<file path="config.mk">
export PLATFORM = sky130hd
export DESIGN_NAME = tsf_desc_decode
export DESIGN_NICKNAME = d
export VERILOG_FILES = /design/src/core/tsf_pkg.sv /design/src/core/tsf_desc_decode.sv /design/src/core/tsf_mode_decode.sv /design/src/core/tsf_byte_align.sv
export VERILOG_INCLUDE_DIRS = /design/src /design/src/core
export SDC_FILE = /design/constraint.sdc
export NUM_CORES = 1
export LEC_CHECK = 0
export BUFFER_PORTS_ARGS = -buffer_cell sky130_fd_sc_hd__clkbuf_2
export CORE_MARGIN = 5
export CORE_UTILIZATION = 40
export DETAILED_ROUTE_END_ITERATION = 12
export HOLD_SLACK_MARGIN = 0.03
export PLACE_DENSITY = 0.7
export SYNTH_ARGS = -nofsm -noshare
export SYNTH_HDL_FRONTEND = slang
export SYNTH_SLANG_ARGS = --single-unit
</file>
<file path="constraint.sdc">
create_clock -name clk -period 7 [get_ports clk]
set_clock_uncertainty 0.05 [all_clocks]
set_input_delay 0.7 -clock clk [delete_from_list [all_inputs] [get_ports clk]]
set_output_delay 0.7 -clock clk [all_outputs]
set_load 0.005 [all_outputs]
</file>
<file path="src/core/tsf_map.svh">
`ifndef TSF_MAP_SVH
`define TSF_MAP_SVH

// ----------------------------------------------------------------
// Control word field positions
// ----------------------------------------------------------------
`define TSF_FT_HIGH_BIT     28
`define TSF_FT_LOW_BIT      22
`define TSF_SETUP_BIT       27
`define TSF_CHAINED_BIT     24
`define TSF_END_RING_BIT    25

// ----------------------------------------------------------------
// Filtering-type codes and reset values
// ----------------------------------------------------------------
`define TSF_FT_PERFECT      2'h0
`define TSF_FT_HASH_ONE     2'h1
`define TSF_FT_INVERSE      2'h2
`define TSF_FT_HASH_ONLY    2'h3
`define TSF_PERFECT_ENTRIES 16
`define TSF_HASH_BITS       512
`define TSF_RESET_WORD      32'h0000_0000

// ----------------------------------------------------------------
// Register port offsets
// ----------------------------------------------------------------
`define TSF_OFF_CONTROL     4'h0
`define TSF_OFF_BUF_ONE     4'h1
`define TSF_OFF_BUF_TWO     4'h2
`define TSF_OFF_STATUS      4'h3
`define TSF_OFF_NEXT_DESC   4'h4
`define TSF_OFF_START       4'h5
`define TSF_OFF_STREAM      4'h6

`endif

</file>
<file path="src/core/tsf_pkg.sv">
package tsf_pkg;

	typedef enum logic [1:0] {
		TSF_MODE_PERFECT,
		TSF_MODE_HASH_ONE,
		TSF_MODE_INVERSE,
		TSF_MODE_HASH_ONLY
	} tsf_mode_e;

	typedef logic [31:0] tsf_word_t;

endpackage

</file>
<file path="src/core/tsf_desc_decode.sv">
// What this block does
// RULE_01 - Code 00: sixteen-address table, perfect receive filtering.
// RULE_02 - Code 01: 512-bit hash table plus one perfect physical address.
// RULE_03 - Code 01: multicast hashed, physical compared exactly with stored address.
// RULE_04 - Code 10: sixteen-address table, inverse matching accepts non-matching frames.
// RULE_05 - Code 11: hash table only, all destinations filtered by hash.
// RULE_06 - Filter bits used only when setup flag set; ignored otherwise.
// RULE_07 - Third word is buffer one address, any byte alignment.
// RULE_08 - Fourth word is buffer two address, any byte alignment.
// RULE_09 - Filter code high bit at 28, low bit at 22.
// RULE_10 - Chained flag makes fourth word the next descriptor address.
// RULE_11 - Fetch drops leading bytes below the start offset of a buffer.
//
// Chosen here: the plain strobed port and the register offsets.
`timescale 1ns/100ps
`default_nettype none

`include "tsf_map.svh"

module tsf_desc_decode
	import tsf_pkg::*;
(
	// Clock and reset
	input  wire logic        clk,
	input  wire logic        rst,
	// Register port
	input  wire logic [3:0]  addr,
	input  wire logic [31:0] wdata,
	input  wire logic        wr,
	input  wire logic        rd,
	output logic [31:0]      rdata,
	// Fetched buffer words and aligned output stream
	input  wire logic        word_valid,
	input  wire logic [31:0] word_data,
	output logic             byte_valid,
	output logic [7:0]       byte_data,
	// Filter configuration towards the receive address filter
	output logic             filt_update,
	output logic             filt_table_perfect,
	output logic             filt_inverse,
	output logic             filt_hash_multicast,
	output logic             filt_hash_physical,
	output logic             filt_single_perfect,
	output logic [4:0]       filt_perfect_count,
	output logic [9:0]       filt_hash_bits,
	// Buffer addresses
	output logic [31:0]      buf_one_addr,
	output logic [31:0]      buf_two_addr,
	output logic             buf_two_valid,
	output logic [31:0]      next_desc_addr,
	output logic             next_desc_valid
);
	import tsf_pkg::*;

	// ----------------------------------------------------------------
	// Descriptor words written by software
	// ----------------------------------------------------------------
	tsf_word_t  tx_desc_control_word;
	tsf_word_t  tx_desc_buffer_one_addr;
	tsf_word_t  tx_desc_buffer_two_addr;
	logic       is_setup;
	logic       second_addr_chained_flag;
	tsf_mode_e  mode;
	tsf_mode_e  cur_mode;
	logic       start_pulse;
	logic       which_buf;
	logic [1:0] start_offset;

	function automatic logic hit(input logic [3:0] a, input logic [3:0] off);
		hit = wr && (a == off);
	endfunction

	always_ff @(posedge clk or posedge rst) begin
		if (rst) begin
			tx_desc_control_word    <= `TSF_RESET_WORD;
			tx_desc_buffer_one_addr <= `TSF_RESET_WORD;
			tx_desc_buffer_two_addr <= `TSF_RESET_WORD;
		end else begin
			if (hit(addr, `TSF_OFF_CONTROL))
				tx_desc_control_word <= wdata;
			if (hit(addr, `TSF_OFF_BUF_ONE))
				tx_desc_buffer_one_addr <= wdata; // RULE_07
			if (hit(addr, `TSF_OFF_BUF_TWO))
				tx_desc_buffer_two_addr <= wdata; // RULE_08
		end
	end

	// ----------------------------------------------------------------
	// Filtering-type decode
	// ----------------------------------------------------------------
	tsf_mode_decode u_mode (
		.ctrl     (tx_desc_control_word), // RULE_09
		.is_setup (is_setup),
		.mode     (mode),
		.chained  (second_addr_chained_flag)
	);

	// Only a setup descriptor may change the filter; ordinary frames keep it.
	always_ff @(posedge clk or posedge rst) begin
		if (rst) begin
			cur_mode    <= TSF_MODE_PERFECT;
			filt_update <= 1'b0;
		end else begin
			filt_update <= 1'b0;
			if (hit(addr, `TSF_OFF_START) && is_setup) begin // RULE_06
				cur_mode    <= mode;
				filt_update <= 1'b1;
			end
		end
	end

	always_ff @(posedge clk or posedge rst) begin
		if (rst) begin
			filt_table_perfect  <= 1'b1;
			filt_inverse        <= 1'b0;
			filt_hash_multicast <= 1'b0;
			filt_hash_physical  <= 1'b0;
			filt_single_perfect <= 1'b0;
			filt_perfect_count  <= 5'(`TSF_PERFECT_ENTRIES);
			filt_hash_bits      <= 10'h000;
		end else begin
			case (cur_mode)
				TSF_MODE_PERFECT: begin
					filt_table_perfect  <= 1'b1; // RULE_01
					filt_inverse        <= 1'b0;
					filt_hash_multicast <= 1'b0;
					filt_hash_physical  <= 1'b0;
					filt_single_perfect <= 1'b0;
					filt_perfect_count  <= 5'(`TSF_PERFECT_ENTRIES);
					filt_hash_bits      <= 10'h000;
				end
				TSF_MODE_HASH_ONE: begin
					filt_table_perfect  <= 1'b0; // RULE_02
					filt_inverse        <= 1'b0;
					filt_hash_multicast <= 1'b1; // RULE_03
					filt_hash_physical  <= 1'b0;
					filt_single_perfect <= 1'b1; // RULE_03
					filt_perfect_count  <= 5'h01;
					filt_hash_bits      <= 10'(`TSF_HASH_BITS);
				end
				TSF_MODE_INVERSE: begin
					filt_table_perfect  <= 1'b1; // RULE_04
					filt_inverse        <= 1'b1; // RULE_04
					filt_hash_multicast <= 1'b0;
					filt_hash_physical  <= 1'b0;
					filt_single_perfect <= 1'b0;
					filt_perfect_count  <= 5'(`TSF_PERFECT_ENTRIES);
					filt_hash_bits      <= 10'h000;
				end
				default: begin
					filt_table_perfect  <= 1'b0; // RULE_05
					filt_inverse        <= 1'b0;
					filt_hash_multicast <= 1'b1; // RULE_05
					filt_hash_physical  <= 1'b1; // RULE_05
					filt_single_perfect <= 1'b0;
					filt_perfect_count  <= 5'h00;
					filt_hash_bits      <= 10'(`TSF_HASH_BITS);
				end
			endcase
		end
	end

	// ----------------------------------------------------------------
	// Buffer and next-descriptor addresses
	// ----------------------------------------------------------------
	always_ff @(posedge clk or posedge rst) begin
		if (rst) begin
			buf_one_addr    <= `TSF_RESET_WORD;
			buf_two_addr    <= `TSF_RESET_WORD;
			buf_two_valid   <= 1'b0;
			next_desc_addr  <= `TSF_RESET_WORD;
			next_desc_valid <= 1'b0;
		end else begin
			buf_one_addr    <= tx_desc_buffer_one_addr; // RULE_07
			buf_two_addr    <= tx_desc_buffer_two_addr; // RULE_08
			buf_two_valid   <= !second_addr_chained_flag; // RULE_10
			next_desc_addr  <= tx_desc_buffer_two_addr;
			next_desc_valid <= second_addr_chained_flag; // RULE_10
		end
	end

	// ----------------------------------------------------------------
	// Buffer fetch alignment
	// ----------------------------------------------------------------
	// Writing the stream offset selects buffer one (bit 0 low) or two.
	always_ff @(posedge clk or posedge rst) begin
		if (rst) begin
			which_buf <= 1'b0;
		end else if (hit(addr, `TSF_OFF_STREAM)) begin
			which_buf <= wdata[0];
		end
	end

	always_comb begin
		start_pulse  = hit(addr, `TSF_OFF_STREAM);
		start_offset = wdata[0] ? tx_desc_buffer_two_addr[1:0]
		                        : tx_desc_buffer_one_addr[1:0];
	end

	tsf_byte_align u_align (
		.clk       (clk),
		.rst       (rst),
		.start     (start_pulse), // RULE_11
		.offset    (start_offset),
		.in_valid  (word_valid),
		.in_word   (word_data),
		.out_valid (byte_valid),
		.out_byte  (byte_data)
	);

	// ----------------------------------------------------------------
	// Read port
	// ----------------------------------------------------------------
	always_ff @(posedge clk or posedge rst) begin
		if (rst) begin
			rdata <= 32'h0000_0000;
		end else if (rd) begin
			case (addr)
				`TSF_OFF_CONTROL:   rdata <= tx_desc_control_word;
				`TSF_OFF_BUF_ONE:   rdata <= tx_desc_buffer_one_addr;
				`TSF_OFF_BUF_TWO:   rdata <= tx_desc_buffer_two_addr;
				`TSF_OFF_STATUS:    rdata <= {27'h0, which_buf, next_desc_valid,
				                              is_setup, cur_mode};
				`TSF_OFF_NEXT_DESC: rdata <= next_desc_addr;
				default:            rdata <= 32'h0000_0000;
			endcase
		end else begin
			rdata <= 32'h0000_0000;
		end
	end

endmodule

`default_nettype wire

</file>
<file path="src/core/tsf_mode_decode.sv">
`timescale 1ns/100ps
`default_nettype none

`include "tsf_map.svh"

module tsf_mode_decode
	import tsf_pkg::*;
(
	// Descriptor control word
	input  wire logic [31:0]        ctrl,
	// Decoded mode
	output logic                    is_setup,
	output tsf_pkg::tsf_mode_e      mode,
	output logic                    chained
);
	logic [1:0] code;

	always_comb begin
		code     = {ctrl[`TSF_FT_HIGH_BIT], ctrl[`TSF_FT_LOW_BIT]};
		is_setup = ctrl[`TSF_SETUP_BIT];
		chained  = ctrl[`TSF_CHAINED_BIT];
		case (code)
			`TSF_FT_PERFECT:  mode = TSF_MODE_PERFECT;
			`TSF_FT_HASH_ONE: mode = TSF_MODE_HASH_ONE;
			`TSF_FT_INVERSE:  mode = TSF_MODE_INVERSE;
			default:          mode = TSF_MODE_HASH_ONLY;
		endcase
	end

endmodule

`default_nettype wire

</file>
<file path="src/core/tsf_byte_align.sv">
`timescale 1ns/100ps
`default_nettype none

module tsf_byte_align (
	// Clock and reset
	input  wire logic        clk,
	input  wire logic        rst,
	// Control
	input  wire logic        start,
	input  wire logic [1:0]  offset,
	// Incoming bus words
	input  wire logic        in_valid,
	input  wire logic [31:0] in_word,
	// Aligned byte stream
	output logic             out_valid,
	output logic [7:0]       out_byte
);
	logic [1:0] lane;
	logic       first;
	logic [1:0] skip;

	always_ff @(posedge clk or posedge rst) begin
		if (rst) begin
			skip  <= 2'h0;
			first <= 1'b0;
		end else if (start) begin
			skip  <= offset;
			first <= 1'b1;
		end else if (in_valid) begin
			first <= 1'b0;
		end
	end

	// Leading bytes below the start offset are dropped only in the first word.
	always_comb begin
		lane = first ? skip : 2'h0;
	end

	always_ff @(posedge clk or posedge rst) begin
		if (rst) begin
			out_valid <= 1'b0;
			out_byte  <= 8'h00;
		end else begin
			out_valid <= in_valid;
			out_byte  <= in_word[{lane, 3'h0} +: 8];
		end
	end

endmodule

`default_nettype wire

</file>
# ---- Yosys cells after proc, flatten, opt, wreduce, memory -nomap -nowiden
# Index checks and enable logic that the tools add are counted.
dict set report classes {
  n_eq_ne 10
  n_shift 1
  n_mux 15
  reduce_logical 13
}
# cell count
set ops {}
lappend ops {{$pmux 32 s5} 1}
lappend ops {{$mux 32} 1}
lappend ops {{$shiftx 32x6->8} 1}
lappend ops {{$eq 4x3->1 const B} 3}
lappend ops {{$mux 10} 1}
lappend ops {{$pmux 5 s2} 1}
lappend ops {{$eq 4x2->1 const B} 2}
lappend ops {{$mux 1} 8}
lappend ops {{$logic_and 1x1->1} 6}
lappend ops {{$pmux 2 s3} 1}
lappend ops {{$eq 2x1->1 const B} 2}
lappend ops {{$eq 2x2->1 const B} 2}
lappend ops {{$eq 4x1->1 const B} 1}
lappend ops {{$logic_not 2->1} 2}
lappend ops {{$logic_not 4->1} 1}
lappend ops {{$mux 2} 2}
lappend ops {{$reduce_or 3->1} 1}
lappend ops {{$reduce_bool 2->1} 1}
lappend ops {{$reduce_or 2->1} 1}
lappend ops {{$logic_not 1->1} 1}
dict set report word_totals {
  reg_bits 230
  inputBits 73
  out_inout_bits 160
  elab_cells 61
}

# ---- Longest topological paths before layout
# Gate-level depths: netlist of run 1.
dict set report logic_depth {
  word_depth 4
  mapped_depth 6
  ltp_nobuf 3
}

# ---- By module
# From an unflattened synthesis of run 1, not the netlist that was laid out.
dict set report unflattened {
  cells_unflattened 659
  hier_area_um2 8899.8
}
# mod instances cells_each area_per_inst_um2 seq_area_each_um2
set by_module_without_submodules {}
lappend by_module_without_submodules {tsf_desc_decode 1 600 8275.4 5107.4}
lappend by_module_without_submodules {tsf_byte_align 1 55 601.8 300.3}
lappend by_module_without_submodules {tsf_mode_decode 1 4 22.5 0.0}

# ---- Least setup slack after synthesis of run 1
# No wires, ideal clock.
dict set report synth_timing {
  path_kind {in2reg}
  startpoint {input addr[1]}
  endpoint {register tx_desc_buffer_two_addr[0]}
  setup_ns 0.125
  t_arrival_ns 1.587
  required_time_ns 6.825
  setup_slack_ns 5.238
  path_stages 5
  n_path_buf 3
  path_cell_list {buf_2 buf_6 nand3b_2 buf_6 mux2_2}
}
dict set report synth_via {
  elab_chain_len 2
}
# item line
set synth_lines {}
lappend synth_lines {{start: declaration} tsf_desc_decode.sv:27} ;# input wire logic [3:0] addr,
lappend synth_lines {{$eq 4x2->1} tsf_desc_decode.sv:70} ;# hit = wr && (a == off);
lappend synth_lines {{$logic_and 1x1->1} tsf_desc_decode.sv:70}
lappend synth_lines {{end signal: assignment} tsf_desc_decode.sv:77} ;# tx_desc_buffer_two_addr <= `TSF_RESET_WORD;
lappend synth_lines {{end signal: assignment} tsf_desc_decode.sv:84} ;# tx_desc_buffer_two_addr <= wdata;
lappend synth_lines {{end: declaration} tsf_desc_decode.sv:60} ;# tsf_word_t tx_desc_buffer_two_addr;
# No other way between the ends.
# A chain may end at the register's enable or synchronous reset.

# ---- Final worst setup path of run 1
dict set report layout_timing {
  startpoint {input addr[1]}
  endpoint {register tx_desc_buffer_two_addr[14]}
}
# Same word-level chain as after synthesis.

==> results of run 1 <==
stage by stage:
step                  util  total power, mW
global placement    0.4518            2.177
floorplan                -            1.988
global route        0.4866            3.553
detailed placement  0.4518            2.194
CTS                 0.4866            3.414
finish              0.4866            3.364
area by class of cell:
cell class	count	area, µm²
sequential	216	5408
tap	280	350.3
fill	1985	11240
inverter	5	26.28
timing repair buffer	227	1154
clock inverter	8	87.58
clock buffer	36	675.6
multi-input combinational	349	2952
worst max-delay path: stages:
cell and delay [ps]:
clkbuf_2 510, buf_4 450, nand3b_2 800, mux2_2 580
cell families (layout without fill, tap and decap cells):
kind of cell           Yosys count  count (layout)  synth area share
buffers and inverters           92             276           0.06783
other                            1              12         0.0004209
DFF                            216             216            0.6069
AOI/OAI and AO/OA               80              80           0.05322
muxes                          148             148            0.1863
and+or+nand+nor                109             109           0.08524
cell usage after synthesis, types with 2 or more instances:
master / count / area, µm²
a21oi_1: 29 / 145.1
a22o_1: 16 / 140.1
a22oi_1: 3 / 22.52
a31oi_1: 3 / 18.77
and3b_1: 54 / 473.0
buf_1: 2 / 7.510
buf_2: 17 / 85.08
buf_4: 49 / 367.9
buf_6: 7 / 78.83
clkbuf_1: 11 / 41.29
dfrtp_1: 214 / 5355
dfstp_2: 2 / 52.55
inv_1: 5 / 18.77
mux2_2: 143 / 1610
mux2i_1: 5 / 50.05
nand2_1: 34 / 127.6
nor2_1: 3 / 11.26
nor2b_1: 3 / 18.77
o21ai_0: 21 / 105.1
o21ai_1: 7 / 35.03
or3_1: 2 / 12.51
or4_1: 3 / 22.52
worst max-delay path by stage:
stage                        from  cells past startpoint                                 endpoint
after CTS                 addr[1]                      4  tx_desc_buffer_two_addr[14]$_DFFE_PP0P_
after global placement    addr[1]                      4  tx_desc_buffer_two_addr[16]$_DFFE_PP0P_
after floorplan               rst                      1                buf_one_addr[0]$_DFF_PP0_
after global routing      addr[1]                      4  tx_desc_buffer_two_addr[10]$_DFFE_PP0P_
final                     addr[1]                      4  tx_desc_buffer_two_addr[14]$_DFFE_PP0P_
after detailed placement  addr[1]                      4  tx_desc_buffer_two_addr[22]$_DFFE_PP0P_
power breakdown:
| group | total (mW) | internal, mW | switching, mW |
|---|---|---|---|
| Combinational | 0.512 | 0.300 | 0.212 |
| Sequential | 1.65 | 1.49 | 0.161 |
| Clock | 1.20 | 0.709 | 0.494 |
| Total | 3.36 | 2.50 | 0.868 |
routing by layer:
layer	GRT usage	routed length, µm	vias up
li1	-	-	2578
met1	0.2143	9010	2893
met2	0.2782	10330	182
met3	0.03935	1367	20
met4	0.03373	250	0
met5	0	0	-
flip-flops by register name (all words and copies together) (netlist names), 2 cells and up:
name and cells:
tx_desc_buffer_two_addr 32, tx_desc_control_word 32, buf_one_addr 32, filt_perfect_count 2, cur_mode 2, u_align.skip 2
rdata 32, next_desc_addr 32, u_align.out_byte 8, tx_desc_buffer_one_addr 32
==> qor.txt, run 1 <==
setup bufs post-CTS = 0
fin nets = 896
post-route cell area = 10650 µm²
Area growth, synth to finish = 19.56%
PortBufs = 220
die width = 159.2 µm
vias in the first global route = 5924
Crit Reg-Reg Startpoint = u_align.skip[0]$_DFFE_PP0P_
synthesized area = 8910 µm²
IO Count = 233
share of layout cells above drive strength 1 = 0.4935
power per cell area = 315.8 nW/µm²
largest net degree at the start of global routing = 150
fmax = 368.8 MHz
CTS sink count = 216
Starting Density = 0.4070
Rows = 54
worst reg-to-reg setup slack = 5410 ps
worst slack at placement = 3726 ps
final setup violation count = 0
Slew headroom = 0.2725
DRT antenna net count = 0
Seq/Total Area, Yosys = 0.6069
R2R depth = 3
max-cap viol count = 0
reg2reg end = u_align.out_byte[3]$_DFF_PP0_
Worst Hold End = u_align.out_valid$_DFF_PP0_
Yosys reg bits = 216
transition time of the tightest slew-check pin = 1087 ps
Vias = 5673
WL/cell = 18.70 µm
most frequent cells in the layout = clkbuf_2 (220), dfrtp_1 (214), mux2_2 (143)
Crit. End Element = flop
Syn Inst Count = 646
GRT overflow = 0
CTS tree = yes
Slew Limit Fails = 0
Yosys Warn Count = 0
initial antenna violation count = 0
commonest non-fill, non-tap cell in the layout = clkbuf_2
worst hold path stage count = 1
Placer Congestion = 0.7181
Final Worst Setup Slack = 4289 ps
maximum VDD drop = 170.1 µV
Final Cycle Share = 0.3873
RSZ-0062 raised after global routing = no
hold path startpoint = word_valid
final hold slack = 273.3 ps
final WL = 20960 µm
Synth cell types = 35
status = finished, final reports clean
DR DRC count = 0
H-tree depth = 1
CTS buffer count = 24
worst-skew pair later-pin latency = 510 ps
final std cells w/o fill = 1121
Sum Neg Setup Slack = 0 ps
Worst Path Required = 7340 ps
asr flop ratio synth = 1.000
Post-synth EDFFs = 0
Total GRT Usage = 0.1634
final-report hold violation count = 0
placed cell area = 9889 µm²
core area = 21890 µm²
Setup CP Type = in2reg
TritonRoute pass-1 iters = 4
syn avg cell area = 13.79 µm²
nature of the critical path startpoint = primary input
ys flop type = dfrtp_1
min cycle time layout = 2711 ps
clock-pin slew on the worst setup and hold paths = 60 ps
critical path arrival = 3050 ps
clock buffer depth = 3
Critical Path Fanout Max = 32
ant diodes = 0
cts hold-fix bufs = 0
Starting DRT DRC Count = 201
Vias/cell = 5.061
Die Height = 159.2 µm
HPWL Detailed = 13370 µm
CTS root buf = clkbuf_16
Leakage = 5.348 nW
cts repair resizes = 0
die area = 25360 µm²
Inst Count DP = 1077
first-pass GRT wire length = 33910 µm
Hold WC Path Type = in2reg
(Power assumes the default switching activity.)
==> run 2: changes to the inputs <==
- ABC_AREA: default -> 1
- clock period: 7 -> 2.4 ns (I/O delays scaled with it)
==> qor.txt, run 2 <==
status = finished, final reports clean
Net Sw Power = 2.537 mW (+190%)
vias in the first global route = 6768 (+14%)
Leakage = 5.865 nW (+9.7%)
H-tree depth = 1 (unchanged)
GRT overflow = 0 (unchanged)
Starting Density = 0.4049 (-0.002156)
Syn Inst Count = 885 (+37%)
Placer Congestion = 0.7962 (+11%)
Flop pwr share = 0.495 (+0.005)
WL/cell = 15.68 µm (-16%)
worst-skew pair later-pin latency = 500 ps (about the same)
final setup violation count = 0 (unchanged)
Crit. End Element = flop
final std cells w/o fill = 1408 (+26%)
Vias/cell = 4.779 (-5.6%)
largest net degree at the start of global routing = 89 (-41%)
commonest cells in the netlist = nand2_1 (225), dfrtp_1 (214), nand3_1 (82)
initial antenna violation count = 1 (+1)
nature of the critical path startpoint = flop
Buf/Inv on CP = 1 (-1)
Vias = 6729 (+19%)
Sum Neg Setup Slack = 0 ps (unchanged)
power per cell area = 882.0 nW/µm² (+180%)
die width = 155.4 µm (-2.4%)
cell repeated most along the worst path = a21oi_1
Final Cycle Share = 0.8318
DRT antenna net count = 0 (unchanged)
Crit path largest cell delay = 570 ps (-230 ps)
CTS tree = yes
Hold WC Path Type = in2reg
setup bufs post-CTS = 0 (unchanged)
synthesized area = 8457 µm² (-5.1%)
DR DRC count = 0 (unchanged)
Worst Path Required = 2780 ps (-4560 ps)
Top delay family on crit path = buffers and inverters
TritonRoute pass-1 iters = 5 (+1)
core area = 20890 µm² (-4.6%)
CTS buffer count = 23 (-4.2%)
PortBufs = 220 (unchanged)
transition time of the tightest slew-check pin = 553.7 ps (-533.8 ps)
critical path arrival = 2370 ps (-680 ps)
most frequent cell after synthesis = nand2_1
ant diodes = 0 (unchanged)
IO Count = 233 (unchanged)
Pwr Total = 9.581 mW (+180%)
Yosys reg bits = 216 (unchanged)
Setup CP Type = reg2reg
post-route cell area = 10860 µm² (+2.0%)
Comb pwr share = 0.131 (-0.021)
most frequent cells in the layout = nand2_1 (224), clkbuf_2 (220), dfrtp_1 (214)
HPWL Detailed = 14100 µm (+5.5%)
Final Worst Setup Slack = 403.7 ps (-3885 ps)
worst slack at placement = 720.2 ps (-3006 ps)
post-synth top area cell = dfrtp_1
Rows = 53 (-1.9%)
clock buffer depth = 3 (unchanged)
share of layout cells above drive strength 1 = 0.2577 (-0.2357)
Slew Limit Fails = 0 (unchanged)
Critical Path Fanout Max = 24 (-25%)
Slowest-stage cell, CP = dlygate4sd3_1
CTS root buf = clkbuf_16
Yosys Warn Count = 0 (unchanged)
CTS sink count = 216 (unchanged)
syn avg cell area = 9.556 µm² (-31%)
Die Height = 155.4 µm (-2.4%)
Area growth, synth to finish = 28.45%
fmax = 500.9 MHz
first-pass GRT wire length = 35840 µm (+5.7%)
min cycle time layout = 1996 ps
max-cap viol count = 0 (unchanged)
placed cell area = 9597 µm² (-3.0%)
CP Cell Sequence = nand2_2 -> o21ai_0 -> a21oi_1 -> a21oi_1 -> dlygate4sd3_1
Seq/Total Area, Yosys = 0.6394 (+0.03251)
fin util = 0.5200 (+0.03341)
final-report hold violation count = 0 (unchanged)
commonest non-fill, non-tap cell in the layout = nand2_1
switching part of the total = 0.2648 (+0.006703)
RSZ-0062 raised after global routing = no
maximum VDD drop = 582.9 µV (+240%)
share of the synthesized area in the top cell type = 0.6332 (+0.03219)
Pint = 7.045 mW (+180%)
worst reg-to-reg setup slack = 400 ps (-5010 ps)
final hold slack = 95.16 ps (-178.1 ps)
die area = 24150 µm² (-4.8%)
Starting DRT DRC Count = 385 (+92%)
final WL = 22070 µm (+5.3%)
Inst Count DP = 1318 (+22%)
Slew headroom = 0.6309 (+0.3584)
asr flop ratio synth = 1.000 (unchanged)
Post-synth EDFFs = 0 (unchanged)
Total GRT Usage = 0.1820 (+0.01856)
Synth cell types = 22 (-37%)
fin nets = 1190 (+33%)
clock-pin slew on the worst setup and hold paths = 60 ps (about the same)
Clk pwr share = 0.373 (+0.015)
ys flop type = dfrtp_1
top cells by area, synth = dfrtp_1 (63%), nand2_1 (10%), nand3_1 (4.9%), o21ai_0 (4.3%), buf_4 (4.2%)
-- run 2: final timing paths --
check | from | to | cells past startpoint
min in group asynchronous | rst | buf_one_addr[15]$_DFF_PP0_ | 3
max in group asynchronous | rst | buf_one_addr[4]$_DFF_PP0_ | 4
setup reg to reg | u_align.skip[0]$_DFFE_PP0P_ | u_align.out_byte[6]$_DFF_PP0_ | 5
setup / recovery | u_align.skip[0]$_DFFE_PP0P_ | u_align.out_byte[6]$_DFF_PP0_ | 5
hold / removal | word_data[25] | u_align.out_byte[1]$_DFF_PP0_ | 3
hold reg to reg | tx_desc_buffer_one_addr[10]$_DFFE_PP0P_ | buf_one_addr[10]$_DFF_PP0_ | 0
-- run 2: kinds of logic after synthesis --
logic type / share of synthesized area
DFF: 0.6394
buffers and inverters: 0.09025
other: 0.0004434
AOI/OAI and AO/OA: 0.08108
and+or+nand+nor: 0.1888
-- run 2: metal layers --
layer,routed length [µm],share of wire,vias to the layer above,global-route usage
met5,11,0.00050,-,0
met4,553,0.025,2,0.05752
met3,1355,0.061,50,0.02698
met2,10880,0.49,222,0.3066
met1,9275,0.42,3221,0.2441
li1,-,-,3234,-
-- run 2: area by class of cell --
class                      instances  area (µm²)
fill                            1902       10030
clock inverter                    10       107.6
inverter                          56       214.0
timing repair buffer             287        1777
tap                              275       344.1
clock buffer                      31       665.6
sequential                       216        5408
multi-input combinational        533        2347
-- run 2: worst register-to-register path, delay by kind of cell (launching register included) --
kind                   cells  cell delay (ps)
buffers and inverters      1              570
DFF                        1              550
AOI/OAI and AO/OA          3              460
and+or+nand+nor            1              310
-- run 2: timing repair --
action | CTS | global route
gates resized for setup | 0 | 1
hold endpoints to repair | 122 | 0
hold buffers | 49 | 0
endpoints found under the setup margin | 0 | 6
-- run 2: power by group through the flow --
| stage | registers, mW | clock network [mW] | logic [mW] |
|---|---|---|---|
| after floorplan | 4.70 | 0 | 0.725 |
| after global placement | 4.79 | 0 | 1.18 |
| after detailed placement | 4.81 | 0 | 1.21 |
| after CTS | 4.75 | 3.68 | 1.28 |
| after global routing | 4.84 | 3.83 | 1.44 |
| final | 4.75 | 3.58 | 1.26 |
